==> config.mk <==
export PLATFORM = sky130hd
export DESIGN_NAME = transmitter_event_flags
export DESIGN_NICKNAME = d
export VERILOG_FILES = /design/src/tx_event_pkg.sv /design/src/transmitter_event_flags.sv /design/src/edge_trigger.sv /design/src/event_flag.sv
export SDC_FILE = /design/constraint.sdc
export NUM_CORES = 1
export LEC_CHECK = 0
export BUFFER_PORTS_ARGS = -buffer_cell sky130_fd_sc_hd__clkbuf_2
export CAP_MARGIN = 25
export CORE_ASPECT_RATIO = 0.8
export CORE_MARGIN = 5
export CORE_UTILIZATION = 35
export DETAILED_ROUTE_END_ITERATION = 8
export GPL_TIMING_DRIVEN = 0
export PLACE_DENSITY = 0.58
export SLEW_MARGIN = 20
export SYNTH_ARGS = -nofsm -noshare
export SYNTH_HDL_FRONTEND = slang
export SYNTH_HIERARCHICAL = 1
export SYNTH_SLANG_ARGS = --single-unit
export TNS_END_PERCENT = 20
==> constraint.sdc <==
create_clock -name CLK -period 1.4 [get_ports CLK]
set_input_delay 0.07 -clock CLK [delete_from_list [all_inputs] [get_ports CLK]]
set_output_delay 0.07 -clock CLK [all_outputs]
set_load 0.01 [all_outputs]
==> src/tx_event_pkg.sv <==
`default_nettype none
package tx_event_pkg;
   // ****************************************************
   // Register map
   // ****************************************************
   localparam logic [7:0] ADDR_STATUS = 8'h0A;
   localparam logic [7:0] ADDR_MASK = 8'h0B;
   localparam logic [7:0] ADDR_MODE = 8'h0C;
   // ****************************************************
   // Field positions and widths
   // ****************************************************
   localparam int NUM_SRC = 2;
   localparam int COPY_BIT = 0;
   localparam int SLIP_BIT = 1;
   localparam int MODE_W = 2;
   localparam int COPY_MODE_POS = 0;
   localparam int SLIP_MODE_POS = 2;
   // ****************************************************
   // Reset values
   // ****************************************************
   localparam logic [1:0] MASK_RESET = 2'h0;
   localparam logic [3:0] MODE_RESET = 4'h0;
   localparam logic [1:0] FLAG_RESET = 2'h0;
   localparam logic [7:0] RDATA_RESET = 8'h00;
   // ****************************************************
   // Trigger encodings
   // ****************************************************
   localparam logic [1:0] TRIG_RISE = 2'h0;
   localparam logic [1:0] TRIG_FALL = 2'h1;
   localparam logic [1:0] TRIG_LEVEL = 2'h2;
   localparam logic [1:0] TRIG_RESV = 2'h3;
endpackage
`default_nettype wire

==> src/transmitter_event_flags.sv <==
// Notes on behaviour
// - Copy-done flag sets when enabled and unmasked
// - Copy flag drives interrupt low, summary high
// - Slip flag sets on slip when unmasked
// - Select bit picks slip or block start
// - Slip flag drives interrupt low, summary high
// - Status read-only: bit0 copy, bit1 slip
// - Mask bit0 gates copy flag, reset masked
// - Mask bit1 gates slip flag, reset masked
// - Mode bits1:0 pick copy trigger type
// - Mode bits3:2 pick slip trigger type
`timescale 1ns/1ps
`default_nettype none
module transmitter_event_flags
   import tx_event_pkg::*;
(
   input wire logic CLK,
   input wire logic ARST_N,
   input wire logic BUF_COPY_DONE,
   input wire logic BUF_COPY_DISABLE,
   input wire logic ASYNC_SLIP,
   input wire logic BLOCK_START,
   input wire logic SLIP_OR_BLOCKSTART_SELECT,
   input wire logic [7:0] REG_ADDR,
   input wire logic REG_WR,
   input wire logic REG_RD,
   input wire logic [7:0] REG_WDATA,
   output logic [7:0] REG_RDATA,
   output logic INT_N,
   output logic TX_SUMMARY
);
   logic [1:0] mask_reg;
   logic [1:0] mask_next;
   logic [3:0] mode_reg;
   logic [3:0] mode_next;
   logic [7:0] rdata_reg;
   logic [7:0] rdata_next;
   logic int_n_reg;
   logic int_n_next;
   logic summary_reg;
   logic summary_next;
   logic [NUM_SRC-1:0] src;
   logic [NUM_SRC-1:0] hit;
   logic [NUM_SRC-1:0] flags;
   logic status_clear;
   logic [NUM_SRC-1:0] set_vec;

   // ****************************************************
   // Event sources
   // ****************************************************
   always_comb begin
      src[COPY_BIT] = BUF_COPY_DONE & ~BUF_COPY_DISABLE;
      src[SLIP_BIT] = SLIP_OR_BLOCKSTART_SELECT ?
         BLOCK_START : ASYNC_SLIP;
   end

   assign status_clear = REG_RD && (REG_ADDR == ADDR_STATUS);
   assign set_vec = hit & mask_reg;

   // ****************************************************
   // Per-source trigger and sticky flag
   // ****************************************************
   genvar i;
   generate
      for (i = 0; i < NUM_SRC; i = i + 1) begin : g_src
         edge_trigger u_trig (
            .clk(CLK),
            .arst_n(ARST_N),
            .src(src[i]),
            .mode(mode_reg[i*MODE_W +: MODE_W]),
            .hit(hit[i])
         );
         event_flag u_flag (
            .clk(CLK),
            .arst_n(ARST_N),
            .set(set_vec[i]),
            .clear(status_clear),
            .flag(flags[i])
         );

         chk_flag_sticky: assert property (
            @(posedge CLK) disable iff (!ARST_N)
            (flags[i] && !status_clear) |=> flags[i])
            else $error("pending flag lost");
      end
   endgenerate

   // ****************************************************
   // Register port
   // ****************************************************
   always_comb begin
      mask_next = mask_reg;
      mode_next = mode_reg;
      rdata_next = rdata_reg;
      if (REG_WR && REG_ADDR == ADDR_MASK) begin
         mask_next = REG_WDATA[1:0];
      end
      if (REG_WR && REG_ADDR == ADDR_MODE) begin
         mode_next = REG_WDATA[3:0];
      end
      if (REG_RD) begin
         case (REG_ADDR)
            ADDR_STATUS: rdata_next = {6'h00, flags};
            ADDR_MASK: rdata_next = {6'h00, mask_reg};
            ADDR_MODE: rdata_next = {4'h0, mode_reg};
            default: rdata_next = 8'h00;
         endcase
      end
   end

   // ****************************************************
   // Interrupt pin and summary bit
   // ****************************************************
   always_comb begin
      int_n_next = ~(|flags);
      summary_next = |flags;
   end

   always_ff @(posedge CLK or negedge ARST_N) begin
      if (!ARST_N) begin
         mask_reg <= MASK_RESET;
         mode_reg <= MODE_RESET;
         rdata_reg <= RDATA_RESET;
         int_n_reg <= 1'b1;
         summary_reg <= 1'b0;
      end else begin
         mask_reg <= mask_next;
         mode_reg <= mode_next;
         rdata_reg <= rdata_next;
         int_n_reg <= int_n_next;
         summary_reg <= summary_next;
      end
   end

   assign REG_RDATA = rdata_reg;
   assign INT_N = int_n_reg;
   assign TX_SUMMARY = summary_reg;

   // ****************************************************
   // Checks
   // ****************************************************
   chk_copy_rise_set: assert property (
      @(posedge CLK) disable iff (!ARST_N)
      (mask_reg[COPY_BIT] && mode_reg[1:0] == TRIG_RISE
       && $rose(src[COPY_BIT])) |=> flags[COPY_BIT])
      else $error("copy flag missed rising edge");

   chk_int_low_flags: assert property (
      @(posedge CLK) disable iff (!ARST_N)
      (flags != FLAG_RESET) |=> !INT_N)
      else $error("interrupt not driven low");

   chk_summary_flags: assert property (
      @(posedge CLK) disable iff (!ARST_N)
      (flags != FLAG_RESET) |=> TX_SUMMARY)
      else $error("summary bit not set");

   chk_slip_level_set: assert property (
      @(posedge CLK) disable iff (!ARST_N)
      (mask_reg[SLIP_BIT] && mode_reg[3:2] == TRIG_LEVEL
       && !SLIP_OR_BLOCKSTART_SELECT && ASYNC_SLIP)
      |=> flags[SLIP_BIT])
      else $error("slip flag missed level");

   chk_blockstart_sel: assert property (
      @(posedge CLK) disable iff (!ARST_N)
      (mask_reg[SLIP_BIT] && mode_reg[3:2] == TRIG_LEVEL
       && SLIP_OR_BLOCKSTART_SELECT && BLOCK_START)
      |=> flags[SLIP_BIT])
      else $error("slip flag missed block start");

   chk_status_read: assert property (
      @(posedge CLK) disable iff (!ARST_N)
      (REG_RD && REG_ADDR == ADDR_STATUS)
      |=> REG_RDATA == {6'h00, $past(flags)})
      else $error("status read value wrong");

   chk_copy_masked: assert property (
      @(posedge CLK) disable iff (!ARST_N)
      (!mask_reg[COPY_BIT] && !flags[COPY_BIT]) |=> !flags[COPY_BIT])
      else $error("masked copy flag set");

   chk_mask_read: assert property (
      @(posedge CLK) disable iff (!ARST_N)
      (REG_RD && REG_ADDR == ADDR_MASK)
      |=> REG_RDATA == {6'h00, $past(mask_reg)})
      else $error("mask read value wrong");

   chk_copy_fall_set: assert property (
      @(posedge CLK) disable iff (!ARST_N)
      (mask_reg[COPY_BIT] && mode_reg[1:0] == TRIG_FALL
       && $fell(src[COPY_BIT])) |=> flags[COPY_BIT])
      else $error("copy flag missed falling edge");

   chk_slip_reserved: assert property (
      @(posedge CLK) disable iff (!ARST_N)
      (mode_reg[3:2] == TRIG_RESV && !flags[SLIP_BIT])
      |=> !flags[SLIP_BIT])
      else $error("reserved mode set slip flag");

   chk_int_release: assert property (
      @(posedge CLK) disable iff (!ARST_N)
      (flags == FLAG_RESET) |=> INT_N)
      else $error("interrupt not released");

   chk_summary_release: assert property (
      @(posedge CLK) disable iff (!ARST_N)
      (flags == FLAG_RESET) |=> !TX_SUMMARY)
      else $error("summary bit not released");

   chk_pin_summary_pair: assert property (
      @(posedge CLK) disable iff (!ARST_N)
      INT_N != TX_SUMMARY)
      else $error("pin and summary disagree");

   chk_read_clears: assert property (
      @(posedge CLK) disable iff (!ARST_N)
      (status_clear && set_vec == 2'b00) |=> flags == FLAG_RESET)
      else $error("status read left flag set");

   chk_copy_level_set: assert property (
      @(posedge CLK) disable iff (!ARST_N)
      (mask_reg[COPY_BIT] && mode_reg[1:0] == TRIG_LEVEL
       && BUF_COPY_DONE && !BUF_COPY_DISABLE) |=> flags[COPY_BIT])
      else $error("copy flag missed level");

   chk_copy_disabled: assert property (
      @(posedge CLK) disable iff (!ARST_N)
      (BUF_COPY_DISABLE && mode_reg[1:0] != TRIG_FALL
       && !flags[COPY_BIT]) |=> !flags[COPY_BIT])
      else $error("disabled copy set flag");

   chk_copy_no_event: assert property (
      @(posedge CLK) disable iff (!ARST_N)
      (mode_reg[1:0] == TRIG_RISE && !$rose(src[COPY_BIT])
       && !flags[COPY_BIT]) |=> !flags[COPY_BIT])
      else $error("copy flag set without rising edge");

   chk_slip_unselected: assert property (
      @(posedge CLK) disable iff (!ARST_N)
      (!SLIP_OR_BLOCKSTART_SELECT && !ASYNC_SLIP
       && mode_reg[3:2] == TRIG_LEVEL && !flags[SLIP_BIT])
      |=> !flags[SLIP_BIT])
      else $error("block start leaked into slip flag");

   chk_block_unselected: assert property (
      @(posedge CLK) disable iff (!ARST_N)
      (SLIP_OR_BLOCKSTART_SELECT && !BLOCK_START
       && mode_reg[3:2] == TRIG_LEVEL && !flags[SLIP_BIT])
      |=> !flags[SLIP_BIT])
      else $error("slip leaked into block start flag");

   chk_slip_rise_set: assert property (
      @(posedge CLK) disable iff (!ARST_N)
      (mask_reg[SLIP_BIT] && mode_reg[3:2] == TRIG_RISE
       && $rose(src[SLIP_BIT])) |=> flags[SLIP_BIT])
      else $error("slip flag missed rising edge");

   chk_slip_fall_set: assert property (
      @(posedge CLK) disable iff (!ARST_N)
      (mask_reg[SLIP_BIT] && mode_reg[3:2] == TRIG_FALL
       && $fell(src[SLIP_BIT])) |=> flags[SLIP_BIT])
      else $error("slip flag missed falling edge");

   chk_slip_no_event: assert property (
      @(posedge CLK) disable iff (!ARST_N)
      (mode_reg[3:2] == TRIG_FALL && !$fell(src[SLIP_BIT])
       && !flags[SLIP_BIT]) |=> !flags[SLIP_BIT])
      else $error("slip flag set without falling edge");

   chk_slip_masked: assert property (
      @(posedge CLK) disable iff (!ARST_N)
      (!mask_reg[SLIP_BIT] && !flags[SLIP_BIT]) |=> !flags[SLIP_BIT])
      else $error("masked slip flag set");

   chk_mode_read: assert property (
      @(posedge CLK) disable iff (!ARST_N)
      (REG_RD && REG_ADDR == ADDR_MODE)
      |=> REG_RDATA == {4'h0, $past(mode_reg)})
      else $error("mode read value wrong");

   chk_unmapped_read: assert property (
      @(posedge CLK) disable iff (!ARST_N)
      (REG_RD && REG_ADDR != ADDR_STATUS && REG_ADDR != ADDR_MASK
       && REG_ADDR != ADDR_MODE) |=> REG_RDATA == RDATA_RESET)
      else $error("unmapped read not zero");

   chk_rdata_hold: assert property (
      @(posedge CLK) disable iff (!ARST_N)
      !REG_RD |=> $stable(REG_RDATA))
      else $error("read data changed without read");

   chk_mask_write: assert property (
      @(posedge CLK) disable iff (!ARST_N)
      (REG_WR && REG_ADDR == ADDR_MASK)
      |=> mask_reg == $past(REG_WDATA[1:0]))
      else $error("mask write not taken");

   chk_mode_write: assert property (
      @(posedge CLK) disable iff (!ARST_N)
      (REG_WR && REG_ADDR == ADDR_MODE)
      |=> mode_reg == $past(REG_WDATA[3:0]))
      else $error("mode write not taken");
endmodule
`default_nettype wire

==> src/edge_trigger.sv <==
`timescale 1ns/1ps
`default_nettype none
module edge_trigger
   import tx_event_pkg::*;
(
   input wire logic clk,
   input wire logic arst_n,
   input wire logic src,
   input wire logic [1:0] mode,
   output logic hit
);
   logic prev_reg;
   logic prev_next;

   // ****************************************************
   // Previous level and trigger decode
   // ****************************************************
   always_comb begin
      prev_next = src;
      case (mode)
         TRIG_RISE: hit = src & ~prev_reg;
         TRIG_FALL: hit = ~src & prev_reg;
         TRIG_LEVEL: hit = src;
         default: hit = 1'b0;
      endcase
   end

   always_ff @(posedge clk or negedge arst_n) begin
      if (!arst_n) begin
         prev_reg <= 1'b0;
      end else begin
         prev_reg <= prev_next;
      end
   end
endmodule
`default_nettype wire

==> src/event_flag.sv <==
`timescale 1ns/1ps
`default_nettype none
module event_flag (
   input wire logic clk,
   input wire logic arst_n,
   input wire logic set,
   input wire logic clear,
   output logic flag
);
   logic flag_reg;
   logic flag_next;

   // ****************************************************
   // Sticky flag, set wins over clear
   // ****************************************************
   always_comb begin
      flag_next = flag_reg;
      if (clear) begin
         flag_next = 1'b0;
      end
      if (set) begin
         flag_next = 1'b1;
      end
   end

   always_ff @(posedge clk or negedge arst_n) begin
      if (!arst_n) begin
         flag_reg <= 1'b0;
      end else begin
         flag_reg <= flag_next;
      end
   end

   assign flag = flag_reg;
endmodule
`default_nettype wire

==> reports/summary.md <==
The power density normalized to cell area was 981.1 nW/um2. The biggest area consumer among synthesized cells is sky130_fd_sc_hd__dfrtp_1. STA classifies the critical path endpoint as a register.

Dividing the detail-routed wire length by the instance count gives 12.63 um. The count of TritonRoute iterations in the first routing pass is 4. The logs give 15 for the cell row count and 0.01647 ns for the post-route worst hold slack. The fraction of met1 tracks used by global routing is 0.1325, and the deepest level of the CTS H-tree is 1.

The signal on the critical path passes through dlygate4sd3_1 -> clkbuf_2 -> nor2b_1 -> nand4bb_1 -> o21ai_1 -> and2_1 -> a21o_1. Yosys mapped a number of flops with a built-in enable equal to 0. The total routing usage reported by global routing was 0.1101; the final period utilization was 0.8468. For this run, the number of Yosys warnings is 6. In the synthesized netlist, the number of instances is 67. In this run the critical register-to-register path is launched from mask_reg[1]$_DFFE_PN0P_. Clock tree synthesis selected as its root buffer the cell sky130_fd_sc_hd__clkbuf_4. The tools report the sequential share of the synthesized area as 0.4984. Fill cells in the final layout number 223.

The number of antenna diodes in the final layout is 0. The mean area per synthesized cell works out to 12.03 um2. The run gives 610 as the via count. The congestion estimate from routability-driven global placement came to 0.7442. The commonest cells after synthesis are sky130_fd_sc_hd__dfrtp_1, sky130_fd_sc_hd__mux2_2, sky130_fd_sc_hd__nor2b_1. After clock tree synthesis, the repair step resized 0 gates. After clock tree synthesis, the clock-pin slew on the worst setup and hold paths is 0.09 ns. The logs give 0 for the initial antenna violation count and 0.2145 ns for the worst setup slack after layout. Measured in cells, the most critical reg-to-reg path has a length of 3. Setup repair after global routing left no endpoint under its margin. The clock period minus final worst setup slack works out to 1.185 ns.

The maximum vdd drop was 647.7 uV. The placed instance area is 978.4 um2. Number of placed instances, taps included: 121. The dominant synthesized flop cell was sky130_fd_sc_hd__dfrtp_1. In the post-synthesis netlist, the biggest area contributors are sky130_fd_sc_hd__dfrtp_1, sky130_fd_sc_hd__mux2_2, sky130_fd_sc_hd__nor2b_1. The tools report the violation count after the first detailed-routing iteration as 23.

The slowest stage of the critical path is the sky130_fd_sc_hd__dlygate4sd3_1 cell. Derived from the worst setup path, the maximum achievable clock frequency is 843.6 MHz. For this run, design rule violations remaining after detail routing come to 0. For this run, the slowest stage of the critical path takes 0.53 ns.

The tools report the origin of the worst setup path as BUF_COPY_DISABLE. For this run the aggregate overflow at the end of global routing stands at 0. The number of pins with negative max-slew slack in the final report was 0. The final hold violation count is 0. The first global-routing pass estimated 2.746 mm of wire.

The die covers 3368 um2. In this run the remaining antenna-violating nets after routing total 0. Cell area after layout: 1045 um2. From synthesis to final layout, the design area changed by 29.66%. Most used routing layer in global routing: met2. The effective utilization at floorplan is 0.3701. Pin placement for this block handled 35 I/O pins. In this run the critical register-to-register path is captured at REG_RDATA[1]$_DFFE_PN0P_. The non-filler instance count after layout came out at 128. The min-delay analysis places its worst path in the category primary input to register. The completed layout was analyzed and its total power is 0.001025 W.

Entering global routing, the biggest net connects 17 pins. Data arrives at the worst endpoint at 1.37 ns. Number of endpoints failing setup at the final stage: 0. In this run the deepest clock path goes through 2 buffers.

Proportion of netlist area held by the largest area contributor: 0.4658. The number of buffers created by CTS was 3. Among all cell types in the netlist, the one instantiated most often is sky130_fd_sc_hd__dfrtp_1.

The run gives 0.1689 as the global routing usage on met2. Setup slack on the worst reg-to-reg path comes out at 0.35 ns. The multi-input combinational cells in the finished layout cover a total of 366.6 um2.

The total wire length after detailed routing is 1.617 mm, and the layout cell share with drive strength beyond 1 is 0.5049. The total half-perimeter wirelength after legalization and detailed placement was 1.282 mm; the count of maximum capacitance violations was 0. The post-detailed-route via-to-cell ratio was 4.766; the pre-CTS setup slack was -0.01522 ns. Of all nets on the critical path, the largest fanout is 3. Measured along the y axis, the die boundary spans 52.92 um. The mapped netlist covers 805.8 um2. The share of flip-flops with an asynchronous set or reset was 1.000; the count of buffers from port buffering was 26.

For the final database, setup skew stands at 0.002111 ns. The logs give 0.5431 nW for the leakage component of the power and 613 for the via count of the first global-routing pass. Clock tree synthesis found a total of 16 sinks.

Worst setup path endpoint: g_src[0].u_flag/flag$_DFFE_PN0P_. TritonCTS built the clock tree. The flow ran to the end, and the final reports show no timing, DRC or antenna violations. At the worst endpoint, the required time is 1.59 ns. The routing usage on met3 came out at 0.03609. The net count of the finished layout is 129. The clock reaches the later pin of the worst-skew pair after 0.28 ns. STA classifies the critical path startpoint as a primary input. The core region is 2177 um2. Synthesis instantiated 25 different standard cells from the library.

In this run the horizontal extent of the chip is 63.65 um. Kind of critical path: primary input to register. The number of storage elements in the synthesis netlist works out to 16. The sequential cell area is 401.6 um2.
## per-layer routing
layer / wire length, um / up-vias
met5: 0 / -
met4: 45 / 0
met3: 90 / 4
met2: 731 / 18
met1: 749 / 284
li1: - / 304
## report_power, final
part / leakage (nW) / internal, W / switching (W) / total [W]
clock network: 0.0210 / 0.000158 / 0.000144 / 0.000302
registers: 0.212 / 0.000519 / 0.0000230 / 0.000542
logic: 0.310 / 0.0000980 / 0.0000827 / 0.000181
total: 0.543 / 0.000775 / 0.000250 / 0.00102
## cells in the final DEF (no fill, tap or decap), types with 2 or more instances in the layout
cell                            synthesis  layout
sky130_fd_sc_hd__buf_4                  4       4
sky130_fd_sc_hd__o22ai_1                2       2
sky130_fd_sc_hd__mux2_2                 9       9
sky130_fd_sc_hd__clkbuf_2               0      26
sky130_fd_sc_hd__nor2b_1                6       6
sky130_fd_sc_hd__a31o_2                 2       2
sky130_fd_sc_hd__conb_1                 1       4
sky130_fd_sc_hd__o21ai_1                2       2
sky130_fd_sc_hd__clkbuf_4               0       3
sky130_fd_sc_hd__nand4bb_1              2       2
sky130_fd_sc_hd__dlygate4sd3_1          0       3
sky130_fd_sc_hd__a21o_1                 2       2
sky130_fd_sc_hd__and2_1                 2       2
sky130_fd_sc_hd__inv_1                  5       5
sky130_fd_sc_hd__a22oi_1                2       2
sky130_fd_sc_hd__nand2b_1               2       2
sky130_fd_sc_hd__dfrtp_1               15      15
## stage by stage
step	TNS, ns	util
3_5_place_dp	-0.02533	0.4494
4_1_cts	0	0.4799
2_1_floorplan	0	-
6_report	0	0.4799
3_3_place_gp	0	0.4494
5_1_grt	0	0.4799
## layout make-up
type,instances,share of cell area
Sequential cell,16,0.3844
Multi-Input combinational cell,45,0.3509
Timing Repair Buffer,29,0.1533
Clock buffer,4,0.03473
Tap cell,25,0.02994
Buffer,4,0.02874
Inverter,5,0.01796
## worst min-delay path by stage
stage | startpoint | cells past startpoint | to
3_3_place_gp | ARST_N | 1 | mode_reg[3]$_DFFE_PN0P_
6_report | REG_WDATA[3] | 2 | mode_reg[3]$_DFFE_PN0P_
3_5_place_dp | ARST_N | 1 | mode_reg[3]$_DFFE_PN0P_
5_1_grt | REG_WDATA[3] | 2 | mode_reg[3]$_DFFE_PN0P_
2_1_floorplan | ARST_N | 0 | REG_RDATA[0]$_DFFE_PN0P_
4_1_cts | REG_WDATA[3] | 2 | mode_reg[3]$_DFFE_PN0P_
## worst max-delay path: cells and delay by family
family	cells	cell delay, ns
buffers and inverters	2	0.63
AND/OR/NAND/NOR	3	0.47
AO/OA/AOI/OAI	2	0.20
## cell families after synthesis
logic type	Yosys count	synth area share
AOI/OAI and AO/OA	10	0.08695
buffers and inverters	9	0.06056
muxes	9	0.1258
other	1	0.004654
and+or+nand+nor	22	0.2236
DFF	16	0.4985
## timing repair
item	4_1_cts	5_1_grt
setup buffers	0	0
hold buffers	3	0
endpoints found under the hold margin	17	0
Power figures use the tool's default switching activity.
